## config.mk

```make
export PLATFORM = sky130hd
export DESIGN_NAME = ubc_top
export DESIGN_NICKNAME = d
export VERILOG_FILES = /design/src/design/ubc_pkg.sv /design/src/design/ubc_baud_gen.sv /design/src/design/ubc_top.sv
export SDC_FILE = /design/constraint.sdc
export NUM_CORES = 1
export LEC_CHECK = 0
export ABC_AREA = 0
export BUFFER_PORTS_ARGS = -buffer_cell sky130_fd_sc_hd__buf_2
export CAP_MARGIN = 20
export CORE_MARGIN = 2
export CORE_UTILIZATION = 31
export DETAILED_ROUTE_END_ITERATION = 10
export GPL_TIMING_DRIVEN = 0
export MAX_ROUTING_LAYER = met4
export REMOVE_ABC_BUFFERS = 1
export SLEW_MARGIN = 10
export SYNTH_ARGS = -nofsm -noshare
export SYNTH_HDL_FRONTEND = slang
export SYNTH_SLANG_ARGS = --single-unit
```

## constraint.sdc

```tcl
create_clock -name core_clk_i -period 7.4 [get_ports core_clk_i]
set_input_delay 1.11 -clock core_clk_i [delete_from_list [all_inputs] [get_ports core_clk_i]]
set_output_delay 1.11 -clock core_clk_i [all_outputs]
set_load 0.02 [all_outputs]
```

## src/design/ubc_pkg.sv

```systemverilog
// Constants for the serial port control and pin block: register offsets,
// field positions, reset values and baud divider figures.
// Assumes an 8-bit special function register port and a 250 MHz core clock.
//
// Contract
// - In modes 1 and 3 the baud source is the timer 1 overflow when bit 7 of the source register is 0, else the reload registers.
// - Writing the serial data buffer starts sending that byte, least significant bit first.
// - A received byte becomes readable at the serial data buffer address once its whole frame is in.
// - In mode 2 the core clock is divided by 64 with the doubling bit at 0 and by 32 with it at 1.
// - The doubling bit has no effect in mode 0.
// - The serial interrupt reaches the CPU only when global enable bit 7 and serial enable bit 4 are both set.
// - The transmit pin is push-pull with its open-drain bit 3 at 0 and open-drain with it at 1.
// - With the receive pin open-drain bit 2 at 1 the receiver takes in nothing.
// - The transmit pin carries serial data only while its direction bit 3 selects output.
// - The receive pin feeds the receiver only while its direction bit 2 selects input.
// - The transmitter only pulls the pin low, so latch bit 3 must be 1 for data and 0 holds the pin low.
// - Reading port bit 2 returns the present level of the receive line at any time.
// - With the reload source the rate is 2^double times fcpu over 64 times (1024 minus the reload).
// - With the timer 1 source the rate is 2^double over 32 timer 1 overflow periods.
// - The doubling bit doubles the rate of the chosen generator in modes 1 and 3.
// - The transmit-done flag sets at the start of the stop bit of each sent frame.

package ubc_pkg;

  // Register offsets
  localparam logic [7:0] ADDR_PORT0_LATCH   = 8'h80;
  localparam logic [7:0] ADDR_POWER_DOUBLE  = 8'h87;
  localparam logic [7:0] ADDR_SERIAL_CTRL   = 8'h98;
  localparam logic [7:0] ADDR_SERIAL_DATA   = 8'h99;
  localparam logic [7:0] ADDR_IRQ_MASK      = 8'h9a;
  localparam logic [7:0] ADDR_RELOAD_LOW    = 8'h9c;
  localparam logic [7:0] ADDR_RELOAD_HIGH   = 8'h9d;
  localparam logic [7:0] ADDR_IRQ_ENABLE0   = 8'ha8;
  localparam logic [7:0] ADDR_BAUD_SOURCE   = 8'hd8;
  localparam logic [7:0] ADDR_PORT0_OD      = 8'he4;
  localparam logic [7:0] ADDR_PORT0_DIR     = 8'hf9;

  // Field positions
  localparam int BIT_BAUD_SOURCE   = 7;
  localparam int BIT_BAUD_DOUBLE   = 7;
  localparam int BIT_GLOBAL_IRQ    = 7;
  localparam int BIT_SERIAL_IRQ    = 4;
  localparam int BIT_TX_PIN        = 3;
  localparam int BIT_RX_PIN        = 2;
  localparam int BIT_MODE_HI       = 7;
  localparam int BIT_MODE_LO       = 6;
  localparam int BIT_MULTIPROC     = 5;
  localparam int BIT_RX_ENABLE     = 4;
  localparam int BIT_TX_NINTH      = 3;
  localparam int BIT_RX_NINTH      = 2;
  localparam int BIT_TX_DONE       = 1;
  localparam int BIT_RX_DONE       = 0;

  // Reset values
  localparam logic [7:0] RST_REG8      = 8'h00;
  localparam logic [7:0] RST_LATCH     = 8'hff;
  localparam logic [7:0] RST_IRQ_MASK  = 8'h03;

  // Baud figures
  localparam int        OS_RATE      = 16;
  localparam int        OS_RATE_M0   = 4;
  localparam logic [12:0] DIV_M0     = 13'h0003;
  localparam logic [12:0] DIV_M2_X1  = 13'h0004;
  localparam logic [12:0] DIV_M2_X2  = 13'h0002;
  localparam logic [12:0] DIV_T1_X1  = 13'h0002;
  localparam logic [12:0] DIV_T1_X2  = 13'h0001;
  localparam logic [10:0] RELOAD_TOP = 11'h400;
  localparam real         CLK_MHZ    = 250.0;

endpackage

```

## src/design/ubc_baud_gen.sv

```systemverilog
// Oversampling tick generator for the serial port.
// Assumes the timer 1 overflow strobe comes from logic on the same clock.
`timescale 1ns/100ps
`default_nettype none

module ubc_baud_gen (
  // Clock and reset
  input  wire logic       core_clk_i,
  input  wire logic       nrst_i,
  // Configuration
  input  wire logic [1:0] mode_i,
  input  wire logic       src_reload_i,
  input  wire logic       dbl_i,
  input  wire logic [9:0] reload_i,
  input  wire logic       t1_ovf_i,
  // Tick out
  output logic            tick_o
);

  logic [12:0] cnt_ff;
  logic [12:0] nxt_cnt;
  logic [12:0] div;
  logic [12:0] rel_div;
  logic        use_t1;
  logic        step;
  logic        hit;

  localparam logic [10:0] RELOAD_TOP_W = ubc_pkg::RELOAD_TOP;

  // Ticks: 16 per bit in modes 1 to 3, 4 per bit in mode 0
  assign rel_div = {RELOAD_TOP_W - {1'b0, reload_i}, 2'b00} >> dbl_i;
  assign use_t1  = mode_i[0] && !src_reload_i;
  assign div     = (mode_i == 2'd0) ? ubc_pkg::DIV_M0 :
                   (mode_i == 2'd2) ? (dbl_i ? ubc_pkg::DIV_M2_X2 : ubc_pkg::DIV_M2_X1) :
                   use_t1 ? (dbl_i ? ubc_pkg::DIV_T1_X2 : ubc_pkg::DIV_T1_X1) :
                   rel_div;
  assign step    = use_t1 ? t1_ovf_i : 1'b1;
  assign hit     = step && (cnt_ff >= div - 13'h0001);
  assign nxt_cnt = hit ? 13'h0000 : (step ? cnt_ff + 13'h0001 : cnt_ff);

  always_ff @(posedge core_clk_i) begin
    if (!nrst_i) begin
      cnt_ff <= 13'h0000;
      tick_o <= 1'b0;
    end else begin
      cnt_ff <= nxt_cnt;
      tick_o <= hit;
    end
  end

  // Configuration change cancels spacing checks in flight
  logic [13:0] cfg_ff;
  logic        cfg_chg;
  assign cfg_chg = ({mode_i, src_reload_i, dbl_i, reload_i} != cfg_ff);
  always_ff @(posedge core_clk_i) begin
    cfg_ff <= {mode_i, src_reload_i, dbl_i, reload_i};
  end
endmodule // ubc_baud_gen

`default_nettype wire

```

## src/design/ubc_top.sv

```systemverilog
// Serial port control, data buffer, interrupt gate and pin drivers.
// Assumes a one-cycle register port with read data the cycle after a read,
// and a pad that resolves the transmit pin from level and enable.
`timescale 1ns/100ps
`default_nettype none

module ubc_top (
  // Clock and reset
  input  wire logic       core_clk_i,
  input  wire logic       nrst_i,
  // Register port
  input  wire logic [7:0] reg_addr_i,
  input  wire logic [7:0] reg_wdata_i,
  input  wire logic       reg_wr_i,
  input  wire logic       reg_rd_i,
  output logic      [7:0] reg_rdata_o,
  // Timer 1 overflow strobe
  input  wire logic       t1_ovf_i,
  // Pins
  input  wire logic       serial_rx_pin_i,
  output logic            serial_tx_pin_o,
  output logic            serial_tx_pin_oe_o,
  // Interrupt
  output logic            serial_irq_o
);

  typedef enum logic [2:0] {ST_IDLE, ST_START, ST_DATA, ST_NINTH, ST_STOP} ubc_state_type;

  // Registers
  logic [7:0] port0_data_latch_ff;
  logic [7:0] power_and_baud_double_control_ff;
  logic [7:0] serial_ctrl_ff;
  logic [7:0] irq_mask_ff;
  logic [7:0] baud_reload_low_ff;
  logic [1:0] baud_reload_high_ff;
  logic [7:0] interrupt_enable_zero_ff;
  logic       baud_source_select_ff;
  logic [7:0] port0_open_drain_control_ff;
  logic [7:0] port0_direction_control_ff;
  logic [7:0] rx_buf_ff;
  logic       tx_done_flag_ff;
  logic       rx_done_flag_ff;
  logic       rx_ninth_ff;

  // Decode
  wire wr_latch = reg_wr_i && (reg_addr_i == ubc_pkg::ADDR_PORT0_LATCH);
  wire wr_power = reg_wr_i && (reg_addr_i == ubc_pkg::ADDR_POWER_DOUBLE);
  wire wr_ctrl  = reg_wr_i && (reg_addr_i == ubc_pkg::ADDR_SERIAL_CTRL);
  wire wr_data  = reg_wr_i && (reg_addr_i == ubc_pkg::ADDR_SERIAL_DATA);
  wire wr_mask  = reg_wr_i && (reg_addr_i == ubc_pkg::ADDR_IRQ_MASK);
  wire wr_rel_l = reg_wr_i && (reg_addr_i == ubc_pkg::ADDR_RELOAD_LOW);
  wire wr_rel_h = reg_wr_i && (reg_addr_i == ubc_pkg::ADDR_RELOAD_HIGH);
  wire wr_ien   = reg_wr_i && (reg_addr_i == ubc_pkg::ADDR_IRQ_ENABLE0);
  wire wr_src   = reg_wr_i && (reg_addr_i == ubc_pkg::ADDR_BAUD_SOURCE);
  wire wr_od    = reg_wr_i && (reg_addr_i == ubc_pkg::ADDR_PORT0_OD);
  wire wr_dir   = reg_wr_i && (reg_addr_i == ubc_pkg::ADDR_PORT0_DIR);

  // Named control fields
  wire [1:0] mode         = serial_ctrl_ff[ubc_pkg::BIT_MODE_HI:ubc_pkg::BIT_MODE_LO];
  wire       nine_bit     = mode[1];
  wire       multiproc    = serial_ctrl_ff[ubc_pkg::BIT_MULTIPROC];
  wire       rx_enable    = serial_ctrl_ff[ubc_pkg::BIT_RX_ENABLE];
  wire       tx_ninth     = serial_ctrl_ff[ubc_pkg::BIT_TX_NINTH];
  wire       baud_double  = power_and_baud_double_control_ff[ubc_pkg::BIT_BAUD_DOUBLE];
  wire       global_irq_enable = interrupt_enable_zero_ff[ubc_pkg::BIT_GLOBAL_IRQ];
  wire       serial_irq_enable = interrupt_enable_zero_ff[ubc_pkg::BIT_SERIAL_IRQ];
  wire       tx_pin_open_drain = port0_open_drain_control_ff[ubc_pkg::BIT_TX_PIN];
  wire       rx_pin_open_drain = port0_open_drain_control_ff[ubc_pkg::BIT_RX_PIN];
  wire       tx_pin_direction  = port0_direction_control_ff[ubc_pkg::BIT_TX_PIN];
  wire       rx_pin_direction  = port0_direction_control_ff[ubc_pkg::BIT_RX_PIN];
  wire       tx_pin_latch      = port0_data_latch_ff[ubc_pkg::BIT_TX_PIN];

  // Baud ticks
  logic tick;
  ubc_baud_gen u_baud (
    .core_clk_i   (core_clk_i),
    .nrst_i       (nrst_i),
    .mode_i       (mode),
    .src_reload_i (baud_source_select_ff),
    .dbl_i        (baud_double),
    .reload_i     ({baud_reload_high_ff, baud_reload_low_ff}),
    .t1_ovf_i     (t1_ovf_i),
    .tick_o       (tick)
  );

  localparam logic [3:0] SUB_LAST    = 4'(ubc_pkg::OS_RATE - 1);
  localparam logic [3:0] SUB_LAST_M0 = 4'(ubc_pkg::OS_RATE_M0 - 1);
  localparam logic [3:0] SUB_MID     = 4'(ubc_pkg::OS_RATE / 2);
  localparam logic [3:0] SUB_MID_M0  = 4'(ubc_pkg::OS_RATE_M0 / 2);
  wire [3:0] sub_last = (mode == 2'd0) ? SUB_LAST_M0 : SUB_LAST;
  wire [3:0] sub_mid  = (mode == 2'd0) ? SUB_MID_M0 : SUB_MID;

  // Transmitter
  ubc_state_type tx_st_ff;
  ubc_state_type nxt_tx_st;
  logic [7:0]    tx_shift_ff;
  logic [3:0]    tx_sub_ff;
  logic [2:0]    tx_idx_ff;
  logic          tx_line_ff;

  wire tx_bit_end = tick && (tx_sub_ff == sub_last);
  wire tx_go      = wr_data && (tx_st_ff == ST_IDLE);
  wire tx_set     = tx_bit_end && (nxt_tx_st == ST_STOP) && (tx_st_ff != ST_STOP);

  always_comb begin
    nxt_tx_st = tx_st_ff;
    if (tx_go) begin
      nxt_tx_st = ST_START;
    end else if (tx_bit_end) begin
      case (tx_st_ff)
        ST_START: nxt_tx_st = ST_DATA;
        ST_DATA:  nxt_tx_st = (tx_idx_ff != 3'h7) ? ST_DATA : (nine_bit ? ST_NINTH : ST_STOP);
        ST_NINTH: nxt_tx_st = ST_STOP;
        ST_STOP:  nxt_tx_st = ST_IDLE;
        default:  nxt_tx_st = ST_IDLE;
      endcase
    end
  end

  always_ff @(posedge core_clk_i) begin
    if (!nrst_i) begin
      tx_st_ff    <= ST_IDLE;
      tx_shift_ff <= ubc_pkg::RST_REG8;
      tx_sub_ff   <= 4'h0;
      tx_idx_ff   <= 3'h0;
    end else begin
      tx_st_ff <= nxt_tx_st;
      if (tx_go) begin
        tx_shift_ff <= reg_wdata_i;
        tx_sub_ff   <= 4'h0;
        tx_idx_ff   <= 3'h0;
      end else if (tick && tx_st_ff != ST_IDLE) begin
        tx_sub_ff <= tx_bit_end ? 4'h0 : tx_sub_ff + 4'h1;
        if (tx_bit_end && tx_st_ff == ST_DATA) begin
          tx_shift_ff <= {1'b0, tx_shift_ff[7:1]};
          tx_idx_ff   <= tx_idx_ff + 3'h1;
        end
      end
    end
  end

  // Serial level before the pin gate
  always_comb begin
    case (tx_st_ff)
      ST_START: tx_line_ff = 1'b0;
      ST_DATA:  tx_line_ff = tx_shift_ff[0];
      ST_NINTH: tx_line_ff = tx_ninth;
      default:  tx_line_ff = 1'b1;
    endcase
  end

  // Pin level: the serial path can only pull low, the latch holds low too
  wire pin_level  = tx_pin_latch & tx_line_ff;
  wire nxt_tx_oe  = tx_pin_direction && (!tx_pin_open_drain || !pin_level);
  wire nxt_tx_pin = tx_pin_open_drain ? 1'b0 : pin_level;

  // Receive line synchroniser
  logic rx_meta_ff;
  logic rx_sync_ff;
  logic rx_prev_ff;
  always_ff @(posedge core_clk_i) begin
    if (!nrst_i) begin
      rx_meta_ff <= 1'b1;
      rx_sync_ff <= 1'b1;
      rx_prev_ff <= 1'b1;
    end else begin
      rx_meta_ff <= serial_rx_pin_i;
      rx_sync_ff <= rx_meta_ff;
      rx_prev_ff <= rx_sync_ff;
    end
  end

  // Receiver
  ubc_state_type rx_st_ff;
  ubc_state_type nxt_rx_st;
  logic [7:0]    rx_shift_ff;
  logic [3:0]    rx_sub_ff;
  logic [2:0]    rx_idx_ff;
  logic          rx_bit9_ff;

  // Open-drain or output mode on the receive pin blocks reception
  wire rx_ok      = rx_enable && !rx_pin_open_drain && !rx_pin_direction;
  wire rx_fall    = rx_prev_ff && !rx_sync_ff;
  wire rx_mid     = tick && (rx_sub_ff == sub_mid);
  wire rx_bit_end = tick && (rx_sub_ff == sub_last);
  wire rx_stop_ok = rx_ok && rx_mid && (rx_st_ff == ST_STOP);
  wire rx_accept  = rx_stop_ok && !(multiproc && nine_bit && !rx_bit9_ff);
  wire rx_set     = rx_accept;

  always_comb begin
    nxt_rx_st = rx_st_ff;
    if (!rx_ok) begin
      nxt_rx_st = ST_IDLE;
    end else begin
      case (rx_st_ff)
        ST_IDLE:  nxt_rx_st = rx_fall ? ST_START : ST_IDLE;
        ST_START: nxt_rx_st = (rx_mid && rx_sync_ff) ? ST_IDLE :
                              (rx_bit_end ? ST_DATA : ST_START);
        ST_DATA:  nxt_rx_st = (!rx_bit_end || rx_idx_ff != 3'h7) ? ST_DATA :
                              (nine_bit ? ST_NINTH : ST_STOP);
        ST_NINTH: nxt_rx_st = rx_bit_end ? ST_STOP : ST_NINTH;
        ST_STOP:  nxt_rx_st = rx_mid ? ST_IDLE : ST_STOP;
        default:  nxt_rx_st = ST_IDLE;
      endcase
    end
  end

  always_ff @(posedge core_clk_i) begin
    if (!nrst_i) begin
      rx_st_ff    <= ST_IDLE;
      rx_shift_ff <= ubc_pkg::RST_REG8;
      rx_sub_ff   <= 4'h0;
      rx_idx_ff   <= 3'h0;
      rx_bit9_ff  <= 1'b0;
    end else begin
      rx_st_ff <= nxt_rx_st;
      if (rx_st_ff == ST_IDLE) begin
        rx_sub_ff <= 4'h0;
        rx_idx_ff <= 3'h0;
        rx_bit9_ff <= 1'b1;
      end else if (tick) begin
        rx_sub_ff <= rx_bit_end ? 4'h0 : rx_sub_ff + 4'h1;
        if (rx_bit_end && rx_st_ff == ST_DATA) begin
          rx_idx_ff <= rx_idx_ff + 3'h1;
        end
        if (rx_mid && rx_st_ff == ST_DATA) begin
          rx_shift_ff <= {rx_sync_ff, rx_shift_ff[7:1]};
        end
        if (rx_mid && rx_st_ff == ST_NINTH) begin
          rx_bit9_ff <= rx_sync_ff;
        end
      end
    end
  end

  // Register writes
  always_ff @(posedge core_clk_i) begin
    if (!nrst_i) begin
      port0_data_latch_ff              <= ubc_pkg::RST_LATCH;
      power_and_baud_double_control_ff <= ubc_pkg::RST_REG8;
      serial_ctrl_ff                   <= ubc_pkg::RST_REG8;
      irq_mask_ff                      <= ubc_pkg::RST_IRQ_MASK;
      baud_reload_low_ff               <= ubc_pkg::RST_REG8;
      baud_reload_high_ff              <= 2'h0;
      interrupt_enable_zero_ff         <= ubc_pkg::RST_REG8;
      baud_source_select_ff            <= 1'b0;
      port0_open_drain_control_ff      <= ubc_pkg::RST_REG8;
      port0_direction_control_ff       <= ubc_pkg::RST_REG8;
    end else begin
      if (wr_latch) port0_data_latch_ff <= reg_wdata_i;
      if (wr_power) power_and_baud_double_control_ff <= reg_wdata_i;
      if (wr_ctrl)  serial_ctrl_ff <= {reg_wdata_i[7:3], 3'h0};
      if (wr_mask)  irq_mask_ff <= {6'h00, reg_wdata_i[1:0]};
      if (wr_rel_l) baud_reload_low_ff <= reg_wdata_i;
      if (wr_rel_h) baud_reload_high_ff <= reg_wdata_i[1:0];
      if (wr_ien)   interrupt_enable_zero_ff <= reg_wdata_i;
      if (wr_src)   baud_source_select_ff <= reg_wdata_i[ubc_pkg::BIT_BAUD_SOURCE];
      if (wr_od)    port0_open_drain_control_ff <= reg_wdata_i;
      if (wr_dir)   port0_direction_control_ff <= reg_wdata_i;
    end
  end

  // Flags: write one to clear, a same-cycle event wins
  wire clr_tx = wr_ctrl && reg_wdata_i[ubc_pkg::BIT_TX_DONE];
  wire clr_rx = wr_ctrl && reg_wdata_i[ubc_pkg::BIT_RX_DONE];

  always_ff @(posedge core_clk_i) begin
    if (!nrst_i) begin
      tx_done_flag_ff <= 1'b0;
      rx_done_flag_ff <= 1'b0;
      rx_buf_ff       <= ubc_pkg::RST_REG8;
      rx_ninth_ff     <= 1'b0;
    end else begin
      tx_done_flag_ff <= (tx_done_flag_ff && !clr_tx) || tx_set;
      rx_done_flag_ff <= (rx_done_flag_ff && !clr_rx) || rx_set;
      if (rx_accept) begin
        rx_buf_ff   <= rx_shift_ff;
        rx_ninth_ff <= nine_bit ? rx_bit9_ff : rx_sync_ff;
      end
    end
  end

  // Read mux; unmapped addresses read zero
  wire [7:0] ctrl_view = {serial_ctrl_ff[7:3], rx_ninth_ff, tx_done_flag_ff, rx_done_flag_ff};
  wire [7:0] latch_view = {port0_data_latch_ff[7:3], rx_sync_ff, port0_data_latch_ff[1:0]};
  wire [7:0] rd_mux =
    (reg_addr_i == ubc_pkg::ADDR_PORT0_LATCH)  ? latch_view :
    (reg_addr_i == ubc_pkg::ADDR_POWER_DOUBLE) ? power_and_baud_double_control_ff :
    (reg_addr_i == ubc_pkg::ADDR_SERIAL_CTRL)  ? ctrl_view :
    (reg_addr_i == ubc_pkg::ADDR_SERIAL_DATA)  ? rx_buf_ff :
    (reg_addr_i == ubc_pkg::ADDR_IRQ_MASK)     ? irq_mask_ff :
    (reg_addr_i == ubc_pkg::ADDR_RELOAD_LOW)   ? baud_reload_low_ff :
    (reg_addr_i == ubc_pkg::ADDR_RELOAD_HIGH)  ? {6'h00, baud_reload_high_ff} :
    (reg_addr_i == ubc_pkg::ADDR_IRQ_ENABLE0)  ? interrupt_enable_zero_ff :
    (reg_addr_i == ubc_pkg::ADDR_BAUD_SOURCE)  ? {baud_source_select_ff, 7'h00} :
    (reg_addr_i == ubc_pkg::ADDR_PORT0_OD)     ? port0_open_drain_control_ff :
    (reg_addr_i == ubc_pkg::ADDR_PORT0_DIR)    ? port0_direction_control_ff : 8'h00;

  // Both flags share one request behind the two enables
  wire irq_pend = (tx_done_flag_ff && irq_mask_ff[ubc_pkg::BIT_TX_DONE]) ||
                  (rx_done_flag_ff && irq_mask_ff[ubc_pkg::BIT_RX_DONE]);
  wire nxt_irq  = global_irq_enable && serial_irq_enable && irq_pend;

  always_ff @(posedge core_clk_i) begin
    if (!nrst_i) begin
      reg_rdata_o        <= 8'h00;
      serial_tx_pin_o    <= 1'b0;
      serial_tx_pin_oe_o <= 1'b0;
      serial_irq_o       <= 1'b0;
    end else begin
      reg_rdata_o        <= reg_rd_i ? rd_mux : 8'h00;
      serial_tx_pin_o    <= nxt_tx_pin;
      serial_tx_pin_oe_o <= nxt_tx_oe;
      serial_irq_o       <= nxt_irq;
    end
  end
endmodule // ubc_top

`default_nettype wire

```

# Yosys cells after proc, flatten, opt, wreduce, memory -nomap -nowiden
# Cells that the tools add are included.
[totals]
mem_count = 0
in_bits = 22
ram_bits = 0
latchBits = 0
register_bits = 134
wordCells = 188
output_inout_bits = 11
romBits = 0
[op_classes]
shift = 1
eq_ne = 26
magnitude_cmp = 1
multipliers = 0
div = 0
add_sub_neg = 7
bitwise = 3
muxes = 41
reduce_logical = 77
[op_table]
columns = ["operator", "count"]
rows = [
  ["2-to-1 mux 8 bit", 14],
  ["equality test 8 bit (second input constant)", 11],
  ["logical AND 1 bit", 42],
  ["2-to-1 mux 13 bit", 3],
  ["2-to-1 mux 3 bit", 8],
  ["2-to-1 mux 4 bit", 4],
  ["one-hot mux 3 bit (5 select lines)", 1],
  ["adder 13 x 1 -> 13 bit (second input constant)", 1],
  [">= comparator 13 bit", 1],
  ["right shift 13 x 1 -> 13 bit", 1],
  ["subtractor 13 x 1 -> 13 bit (second input constant)", 1],
  ["equality test 3 x 2 -> 1 bit (second input constant)", 4],
  ["equality test 4 bit", 3],
  ["AND reduction 2 bit", 6],
  ["zero test 1 bit", 11],
  ["subtractor 11 x 10 -> 11 bit (first input constant)", 1],
  ["!= test 3 bit (second input constant)", 3],
  ["one-hot mux 3 bit (3 select lines)", 1],
  ["adder 4 x 1 -> 4 bit (second input constant)", 2],
  ["nonzero test 2 bit", 4],
  ["OR reduction 2 bit", 4],
  ["adder 3 x 1 -> 3 bit (second input constant)", 2],
  ["equality test 3 x 1 -> 1 bit (second input constant)", 2],
  ["equality test 3 bit (second input constant)", 2],
  ["other kinds (11)", 24],
]

# Longest topological paths before layout
# Gate-level depths: netlist of the first run.
[depth]
ltp_word = 12
mapped_depth = 18
depth_no_buf = 15

# By module
# Synthesis of the first run repeated with hierarchy kept, for this count alone.
[unflattened]
cells_unflattened = 871
hier_area_um2 = 7226.9
[by_module_without_submodules]
columns = ["mod", "area_per_inst_um2", "seq_area_each_um2", "cells_each", "n_inst"]
rows = [
  ["ubc_top", 5469.0, 2382.3, 639, 1],
  ["ubc_baud_gen", 1757.9, 280.3, 232, 1],
]

# Worst setup path before layout of the first run
# Ideal clock, no wire load.
[synth_path]
path_kind = "register to register"
start = "register baud_reload_low_ff[0]"
end = "register u_baud.cnt_ff[10]"
setup_ps = 78
slack_ps = 3254
path_stages_with_launch = 19
n_path_buf = 3
synth_period_minus_slack_ps = 4146
t_arrival_ps = 4068
t_required_ps = 7322
cell_sequence = "dfxtp_1 -> clkbuf_1 -> inv_1 -> ha_1 -> or3b_1 -> clkbuf_1 -> a211o_1 -> a2111o_1 -> o31a_1 -> nor2_1 -> nor2_1 -> ha_1 -> a21o_1 -> a21o_1 -> a211o_1 -> o211ai_1 -> a31oi_1 -> clkbuf_1 -> nor3_1"
[synth_via]
elab_chain_len = 9
[synth_rtl]
columns = ["item", "line", "text"]
rows = [
  ["from (decl)", "ubc_top.sv:34", "logic [7:0] baud_reload_low_ff;"],
  ["from (signal assigned)", "ubc_top.sv:243", "baud_reload_low_ff <= ubc_pkg::RST_REG8;"],
  ["from (signal assigned)", "ubc_top.sv:254", "if (wr_rel_l) baud_reload_low_ff <= reg_wdata_i;"],
  ["subtractor 11 x 10 -> 11 bit", "ubc_baud_gen.sv:31", "assign rel_div = {RELOAD_TOP_W - {1'b0, reload_i}, 2'b00} >> dbl_i;"],
  ["right shift 13 x 1 -> 13 bit", "ubc_baud_gen.sv:31", ""],
  ["2-to-1 mux 13 bit", "ubc_baud_gen.sv:35", "use_t1 ? (dbl_i ? ubc_pkg::DIV_T1_X2 : ubc_pkg::DIV_T1_X1) :"],
  ["2-to-1 mux 13 bit", "ubc_baud_gen.sv:34", "(mode_i == 2'd2) ? (dbl_i ? ubc_pkg::DIV_M2_X2 : ubc_pkg::DIV_M2_X1) :"],
  ["2-to-1 mux 13 bit", "ubc_baud_gen.sv:33", "assign div = (mode_i == 2'd0) ? ubc_pkg::DIV_M0 :"],
  ["subtractor 13 x 1 -> 13 bit", "ubc_baud_gen.sv:38", "assign hit = step && (cnt_ff >= div - 13'h0001);"],
  [">= comparator 13 bit", "ubc_baud_gen.sv:38", ""],
  ["logical AND 1 bit", "ubc_baud_gen.sv:38", ""],
  ["OR reduction 2 bit (no line)", "n/a", ""],
  ["to (signal assigned)", "ubc_baud_gen.sv:46", "cnt_ff <= nxt_cnt;"],
  ["to (decl)", "ubc_baud_gen.sv:20", "logic [12:0] cnt_ff;"],
]
# Every way passes these cells.
# A chain may end at the register's enable or synchronous reset.

# Worst setup path after layout of the first run
[layout_path]
start = "register power_and_baud_double_control_ff[7]"
end = "register u_baud.tick_o"
[layout_via]
elab_chain_len = 7
word_cells_on_any_way = 9
classes_between = "add/sub (1); order compare (1); shift (1); mux (5); reduce/logical (1)"
[layout_rtl]
columns = ["item", "line", "text"]
rows = [
  ["from (decl)", "ubc_top.sv:31", "logic [7:0] power_and_baud_double_control_ff;"],
  ["from (signal assigned)", "ubc_top.sv:240", "power_and_baud_double_control_ff <= ubc_pkg::RST_REG8;"],
  ["from (signal assigned)", "ubc_top.sv:251", "if (wr_power) power_and_baud_double_control_ff <= reg_wdata_i;"],
  ["right shift 13 x 1 -> 13 bit or 2-to-1 mux 2 bit (tied branches)", "ubc_baud_gen.sv:31, ubc_baud_gen.sv:35", ""],
  ["2-to-1 mux 13 bit", "ubc_baud_gen.sv:35", ""],
  ["2-to-1 mux 13 bit (*)", "ubc_baud_gen.sv:34", ""],
  ["2-to-1 mux 13 bit (*)", "ubc_baud_gen.sv:33", ""],
  ["subtractor 13 x 1 -> 13 bit (*)", "ubc_baud_gen.sv:38", ""],
  [">= comparator 13 bit (*)", "ubc_baud_gen.sv:38", ""],
  ["logical AND 1 bit (*)", "ubc_baud_gen.sv:38", ""],
  ["to (signal assigned)", "ubc_baud_gen.sv:47", "tick_o <= hit;"],
  ["to (decl)", "ubc_baud_gen.sv:17", "output logic tick_o"],
]
# Mark *: on every way between the ends. The rest lies on a longest branch, timed or not.

==> run_results.csv, run 1 <==
group,metric,value,unit
setup_path,cell_with_the_largest_stage_delay_on_the_worst_path,"sky130_fd_sc_hd__dfxtp_1",
cts,tritoncts_num_sinks,133,
global_routing,grtUsageTotal,16.37,%
logic_synthesis,complex_gate_fraction_of_the_synthesized_area,19.27,%
final_layout,fraction_of_final_layout_cells_sized_beyond_drive_strength_1,8.638,%
global_routing,grt-ovfl-total,0,
die,io_pins,33,
drt,post_drt_via_cell_ratio,5.291,
setup_path,reg2reg_launch_point,"power_and_baud_double_control_ff[7]",
logic_synthesis,synth_commonest_cells,"sky130_fd_sc_hd__dfxtp_1, sky130_fd_sc_hd__nand2_1, sky130_fd_sc_hd__nor2_1, sky130_fd_sc_hd__a21oi_1, sky130_fd_sc_hd__clkbuf_1",
setup_path,cp.buffers_inverters,1,
drt,drc_errors,0,
cts,cts_resized,0,
die,design.die.area,24660,sq um
logic_synthesis,yosys.area_share.simple,25.47,%
setup_path,regToRegEndpoint,"u_baud.tick_o",
sta,rsz0062_at_grt,"false",
logic_synthesis,synth_top_family_by_area,"simple AND/OR/NAND/NOR gates",
setup_path,path_cells,"inv_1 > and3_1 > a311oi_1 > ha_1 > o221a_2 > nand3_1 > a2111oi_4 > o22ai_1 > a211oi_2 > ha_1 > nand2_1 > nor2_1 > o2111ai_1 > a31oi_1 > and2_1",
setup_path,setup.worst_path.start_class,"flop",
final_layout,fillCellCount,2490,
pwr,comb_power_share,7.2,%
min_path,worst_min_delay_path_class,"flop to flop",
cts,clk_latency,0.43,ns
drt,postRouteAntennaNets,0,
sta,fin_skew,0.01343,ns
logic_synthesis,synth.ff_latch_count,133,
setup_path,crit_family,"compound AO/OA/AOI/OAI gates",
final_layout,layout.area.seq,2663,sq um
drt,drtIter0Drc,681,
logic_synthesis,synthDominantAreaCellType,"sky130_fd_sc_hd__dfxtp_1",
setup_path,cp.depth,15,
setup_path,critical_path.max_fanout,24,
global_routing,grt_first_pass_wirelength,31.39,mm
logic_synthesis,synth_edf_count,0,
pwr,p_sw_share,27.97,%
sta,min_period_over_period,74.48,%
cts,clock_pin_slew_of_the_registers_on_the_worst_case_setup_and_hold_paths,0.07,ns
logic_synthesis,syn_inst,904,
placed_design,dp_hpwl,13.11,mm
pwr,p_leak,2.896,nW
drt,detailroute.via_count,6465,
sta,report.final.hold_viol_count,0,
die,fp.dieW,157.0,microns
final_layout,area.growth.synth_to_final,12.80,%
final_layout,multi_input_comb_area,4263,sq um
pwr,switching_power,0.4722,mW
die,core-area,23260,sq um
logic_synthesis,muxShareOfSynthArea,7.031,%
setup_path,rrSetupSlack,1.89,ns
sta,period_minus_slack,5.512,ns
pwr,clkPwrFrac,48.9,%
job,cap_viol_max_count,0,
logic_synthesis,synth.top_cell.area_share,36.67,%
logic_synthesis,yosys_warns,0,
sta,final_max_slew_viol_count,0,
logic_synthesis,synth_top_cells_by_area,"sky130_fd_sc_hd__dfxtp_1, sky130_fd_sc_hd__mux2i_1, sky130_fd_sc_hd__nand2_1",
logic_synthesis,async_reset_ff_share,0,%
drt,route.detailed.wl_per_inst,15.69,microns
die,die_h,157.0,microns
final_layout,utilization,35.21,%
placed_design,place.gp.congestion,0.8214,
logic_synthesis,yosysSeqAreaShare,36.67,%
final_layout,antennaDiodeCount,0,
logic_synthesis,mappedNetlistArea,7261,sq um
logic_synthesis,ys_dominant_reg_cell,"sky130_fd_sc_hd__dfxtp_1",
min_path,holdPathEnd,"rx_sync_ff",
die,floorplan.rows,56,
setup_path,timing.critical_path.slowest_cell_delay,0.94,ns
logic_synthesis,yosys.area_share.xor_xnor,3.016,%
final_layout,layout.cells.non_filler,1222,
setup_path,r2r.worst_path.cells,15,
pwr,cellPowerDensity,206.1,nW/um^2
min_path,worstHoldStart,"rx_meta_ff",
logic_synthesis,syn_area_cell,8.032,sq um
logic_synthesis,synth_cell_types,67,
placed_design,placement.io_buffers,32,
cts,h_tree_levels,4,
pwr,irDropWorstVdd,0.0001868,V
logic_synthesis,synthesized_area_fraction_occupied_by_adder_cells,3.791,%
cts,post_cts_buffers,0,
logic_synthesis,yosys.cell_count.top_type,"sky130_fd_sc_hd__dfxtp_1",
sta,max_freq,0.1814,GHz
setup_path,timing.critical_path.mode_cell,"sky130_fd_sc_hd__ha_1",
pwr,internal_power,1.216,mW
sta,timing.max_slew.rel_slack,24.83,%
sta,setup-violations-final,0,
cts,clock_tree.root_cell,"sky130_fd_sc_hd__clkbuf_16",
drt,wl,19.18,mm
cts,clock_path_buffers,2,
cts,cts_buffers,17,
placed_design,post-place-cells,1190,
sta,final.setup.tns,0,ns
sta,worst_max_slew_pin_slew,1.125,ns
cts,cts_hold_buf,0,
run_status,run_status,"finished clean",
cts,cts_tree,"built",
global_routing,largest_net_degree_at_the_start_of_global_routing,57,
drt,detailedRoute.firstPassIterationCount,5,
placed_design,pre_cts_slack,2.070,ns
die,start_util,31.21,%
setup_path,worst_ep_required_time,7.76,ns
min_path,min_delay_path_depth,1,
global_routing,via_count_of_the_first_global_routing_pass,5835,
final_layout,finalNetCount,934,
global_routing,antenna_violations_before_repair,0,
setup_path,timing_worst_setup_path_type,"flop to flop",
sta,timing.final.ws_setup,1.888,ns
pwr,sequential_power_share,43.9,%
setup_path,crit_arrival,5.87,ns
setup_path,setup.worst_path.end_class,"flop",
-- per-layer routing --
metal	track usage (%)	routed length [microns]	part of all wire, %	vias to the layer above
met5	-	0	0	-
met4	5.195	354	1.8	0
met3	2.946	922	4.8	24
met2	24.44	8739	46	161
met1	22.47	9159	48	3039
li1	-	-	-	3241
-- power groups by stage --
stage,clock network (mW),registers [mW],logic [mW]
2_1_floorplan,0,0.753,0.0723
3_3_place_gp,0,0.756,0.118
3_5_place_dp,0,0.757,0.121
4_1_cts,0.839,0.740,0.122
5_1_grt,0.869,0.742,0.133
6_report,0.826,0.741,0.121
-- stage by stage --
stage / area [sq um] / hold slack [ns] / power [mW]
global route: 8190 / 0.4275 / 1.745
CTS: 8190 / 0.4181 / 1.701
detailed placement: 7609 / 0.4018 / 0.8771
floorplan: 6990 / 0.3863 / 0.8252
finish: 8190 / 0.4134 / 1.688
global placement: 7550 / 0.3975 / 0.8746
-- sequential cells by signal, summed over array words and instances, names as in the netlist, 7 cells and up --
signal	flops
port0_data_latch_ff	7
port0_open_drain_control_ff	8
rx_buf_ff	8
power_and_baud_double_control_ff	8
reg_rdata_o	8
u_baud.cnt_ff	13
baud_reload_low_ff	8
tx_shift_ff	8
interrupt_enable_zero_ff	8
rx_shift_ff	8
port0_direction_control_ff	8
-- cells by family (layout without fill, tap and decap cells) --
group                      Yosys count  count (layout)
muxes                               51              51
and+or+nand+nor                    382             382
adders and majority gates           22              22
buffers and inverters               88              87
DFF                                133             133
AOI/OAI and AO/OA                  203             203
xor gates and xnor gates            25              25
-- layout make-up --
class / count / share of cell area (%)
clock inverter: 15 / 1.910
sequential: 133 / 32.51
clock buffer: 17 / 5.194
inverter: 20 / 0.9471
multi-input combinational: 683 / 52.05
timing repair buffer: 35 / 2.521
tap: 319 / 4.873
-- worst register-to-register path, cell delays in order, from the launching register on --
cell	delay, ns
sky130_fd_sc_hd__dfxtp_1	0.94
sky130_fd_sc_hd__inv_1	0.45
sky130_fd_sc_hd__and3_1	0.31
sky130_fd_sc_hd__a311oi_1	0.30
sky130_fd_sc_hd__ha_1	0.30
sky130_fd_sc_hd__o221a_2	0.24
sky130_fd_sc_hd__nand3_1	0.23
sky130_fd_sc_hd__a2111oi_4	0.44
sky130_fd_sc_hd__o22ai_1	0.14
sky130_fd_sc_hd__a211oi_2	0.26
sky130_fd_sc_hd__ha_1	0.18
sky130_fd_sc_hd__nand2_1	0.06
sky130_fd_sc_hd__nor2_1	0.16
sky130_fd_sc_hd__o2111ai_1	0.28
sky130_fd_sc_hd__a31oi_1	0.93
sky130_fd_sc_hd__and2_1	0.22
-- placed cells by master, fill, tap and decap left out, drive strengths merged, types with 10 or more instances in the layout --
cell type  Yosys  routed
a22oi         14      14
buf            6      35
nor3          30      30
xor2          11      11
or3           10      10
inv           20      28
nor2          92      92
clkbuf        62      17
xnor2         14      14
and3          11      11
a21oi         67      67
and2          12      12
ha            22      22
mux2i         51      51
o22ai         10      10
nand2        104     104
a211oi        11      11
nor2b         10      10
nand3         56      56
nand2b        11      11
dfxtp        133     133
o21ai         24      24
nand4         13      13
-- worst max path at each step --
stage	start	to	slack [ns]
floorplan	baud_reload_low_ff[0]	u_baud.tick_o	3.35
global placement	power_and_baud_double_control_ff[7]	u_baud.cnt_ff[10]	2.03
detailed placement	power_and_baud_double_control_ff[7]	u_baud.tick_o	2.07
CTS	power_and_baud_double_control_ff[7]	u_baud.tick_o	1.98
global route	power_and_baud_double_control_ff[7]	u_baud.tick_o	1.63
finish	power_and_baud_double_control_ff[7]	u_baud.tick_o	1.89
Power figures use the tool's default switching activity.
==> run 2, diff against run 1 <==
clock period = 5.7 ns   (was 7.4 ns; I/O delays follow)
==> run 2 against run 1 <==
Setup slack worse by 1.4 ns. Routed wire length up 0.11%. Final cell count stayed put. Power increased by 30%. Worst hold slack hardly changed. Critical path depth stayed put. Flip-flop and latch count unchanged. Global-route usage did not move. Fmax increased by 6.0%. Die area stayed put.
==> run_results.csv, run 2 (synthesized netlist as in run 1, its figures left out) <==
group,metric,value,unit
run_status,run_status,"finished clean",
global_routing,largest_net_degree_at_the_start_of_global_routing,57,
cts,clk_latency,0.43,ns
drt,routedLengthMet1,9.173,mm
drt,post_drt_via_cell_ratio,5.309,
global_routing,via_count_of_the_first_global_routing_pass,5835,
setup_path,path_cells,"inv_1 > and3_1 > a311oi_1 > ha_1 > o221a_2 > nand3_1 > a2111oi_4 > o22ai_1 > a211oi_2 > ha_1 > nand2_1 > nor2_1 > o2111ai_1 > a31oi_2 > and2_1",
die,start_util,31.21,%
min_path,worst_min_delay_path_class,"flop to flop",
final_layout,layout_commonest_cell,"sky130_fd_sc_hd__dfxtp_1",
setup_path,timing.critical_path.mode_cell,"sky130_fd_sc_hd__ha_1",
final_layout,fillCellCount,2488,
die,die_h,157.0,microns
drt,route.detailed.wl_per_inst,15.71,microns
placed_design,place.gp.congestion,0.8214,
global_routing,grtUsageTotal,16.37,%
sta,min_period_over_period,91.19,%
setup_path,crit_arrival,5.56,ns
drt,wl_met2,8.707,mm
final_layout,finalNetCount,934,
pwr,p_sw_share,27.96,%
global_routing,grt_first_pass_wirelength,31.39,mm
die,design.die.area,24660,sq um
drt,highest_layer,"met4",
sta,report.final.hold_viol_count,0,
cts,cts_buffers,17,
drt,wl,19.20,mm
setup_path,cell_with_the_largest_stage_delay_on_the_worst_path,"sky130_fd_sc_hd__dfxtp_1",
sta,fin_skew,0.01393,ns
die,floorplan.rows,56,
drt,drc_errors,0,
min_path,worstHoldStart,"rx_meta_ff",
pwr,p_leak,2.897,nW
pwr,internal_power,1.581,mW
setup_path,timing.critical_path.slowest_cell_delay,0.94,ns
final_layout,largest_reg_flops,13,
final_layout,registers.top_by_ff_count,"u_baud.cnt_ff",
sta,fin_worst_hold_slack,0.4134,ns
pwr,irDropWorstVdd,0.0002408,V
die,fp.dieW,157.0,microns
placed_design,dp_hpwl,13.11,mm
final_layout,layout_common_cells,"sky130_fd_sc_hd__dfxtp_1, sky130_fd_sc_hd__nand2_1, sky130_fd_sc_hd__nor2_1, sky130_fd_sc_hd__a21oi_1, sky130_fd_sc_hd__nand3_1",
final_layout,fraction_of_final_layout_cells_sized_beyond_drive_strength_1,8.749,%
final_layout,utilization,35.24,%
setup_path,reg2reg_launch_point,"power_and_baud_double_control_ff[7]",
final_layout,antennaDiodeCount,0,
final_layout,layout.area.seq,2663,sq um
pwr,switching_power,0.6137,mW
cts,clock_tree.root_cell,"sky130_fd_sc_hd__clkbuf_16",
cts,clock_path_buffers,2,
setup_path,setup.worst_path.end_class,"flop",
die,core-area,23260,sq um
setup_path,worst_ep_required_time,6.06,ns
drt,routed-wl-met3,963,microns
drt,detailedRoute.firstPassIterationCount,5,
cts,h_tree_levels,4,
setup_path,timing_worst_setup_path_type,"flop to flop",
setup_path,crit_family,"compound AO/OA/AOI/OAI gates",
global_routing,grt-ovfl-total,0,
setup_path,timing.critical_path.from,"power_and_baud_double_control_ff[7]",
pwr,sequential_power_share,43.8,%
final_layout,multi_input_comb_area,4269,sq um
setup_path,critical_path.max_fanout,24,
sta,period_minus_slack,5.198,ns
drt,detailroute.via_count,6487,
global_routing,antenna_violations_before_repair,0,
cts,post_cts_buffers,0,
sta,final_max_slew_viol_count,0,
cts,cts_tree,"built",
setup_path,cp.buffers_inverters,1,
sta,rsz0062_at_grt,"false",
sta,setup-violations-final,0,
setup_path,setup.worst_path.start_class,"flop",
sta,final.setup.tns,0,ns
sta,timing.max_slew.rel_slack,20.49,%
placed_design,placement.io_buffers,32,
die,io_pins,33,
pwr,comb_power_share,7.4,%
job,cap_viol_max_count,0,
pwr,clkPwrFrac,48.9,%
drt,postRouteAntennaNets,0,
sta,max_freq,0.1924,GHz
cts,clock_pin_slew_of_the_registers_on_the_worst_case_setup_and_hold_paths,0.07,ns
cts,tritoncts_num_sinks,133,
pwr,cellPowerDensity,267.8,nW/um^2
sta,worst_max_slew_pin_slew,1.190,ns
final_layout,area.growth.synth_to_final,12.89,%
drt,drtIter0Drc,704,
-- run 2: timing repair --
action / 4_1_cts / 5_1_grt
hold buffers: 0 / 0
gates resized for setup: 0 / 1
endpoints found under the setup margin: 0 / 11
-- run 2: worst reg2reg max path, stage by stage (launching register included) --
cell and delay [ns]:
sky130_fd_sc_hd__dfxtp_1 0.94, sky130_fd_sc_hd__inv_1 0.45, sky130_fd_sc_hd__and3_1 0.31, sky130_fd_sc_hd__a311oi_1 0.30
sky130_fd_sc_hd__ha_1 0.29, sky130_fd_sc_hd__o221a_2 0.23, sky130_fd_sc_hd__nand3_1 0.22, sky130_fd_sc_hd__a2111oi_4 0.43
sky130_fd_sc_hd__o22ai_1 0.14, sky130_fd_sc_hd__a211oi_2 0.26, sky130_fd_sc_hd__ha_1 0.18, sky130_fd_sc_hd__nand2_1 0.06
sky130_fd_sc_hd__nor2_1 0.17, sky130_fd_sc_hd__o2111ai_1 0.31, sky130_fd_sc_hd__a31oi_2 0.63, sky130_fd_sc_hd__and2_1 0.20
-- run 2: per-layer routing --
layer  GRT usage (%)  up-vias
met2           24.44      192
met4           5.195        0
met5               -        -
li1                -     3230
met1           22.47     3039
met3           2.946       26
-- run 2: power groups by stage --
| stage | sequential (mW) | clock (mW) | combinational, mW |
|---|---|---|---|
| after floorplan | 0.977 | 0 | 0.0938 |
| final | 0.961 | 1.07 | 0.161 |
| after CTS | 0.961 | 1.09 | 0.158 |
| after global placement | 0.982 | 0 | 0.153 |
| after global routing | 0.964 | 1.13 | 0.177 |
| after detailed placement | 0.982 | 0 | 0.156 |
-- run 2: cell type report --
class	instances	area share [%]
Clock buffer	17	5.190
Clock inverter	15	1.908
Inverter	20	0.9464
Multi-Input combinational cell	683	52.08
Sequential cell	133	32.48
Tap cell	319	4.869
Timing Repair Buffer	35	2.519
-- run 2: final timing paths --
kind / end / slack, ns / cells past startpoint
worst min register to register: rx_sync_ff / 0.41 / 1
worst max-delay path: u_baud.tick_o / 0.50 / 15
worst max register to register: u_baud.tick_o / 0.50 / 15
worst min-delay path: rx_sync_ff / 0.41 / 1
-- run 2: per-stage QoR --
step / instance area, sq um / cells / setup WS (ns) / power [mW]
finish: 8197 / 1222 / 0.5021 / 2.195
floorplan: 6990 / 836 / 1.648 / 1.071
global placement: 7550 / 1187 / 0.3322 / 1.135
detailed placement: 7609 / 1190 / 0.3702 / 1.139
global route: 8197 / 1222 / 0.2459 / 2.269
CTS: 8190 / 1222 / 0.2792 / 2.209
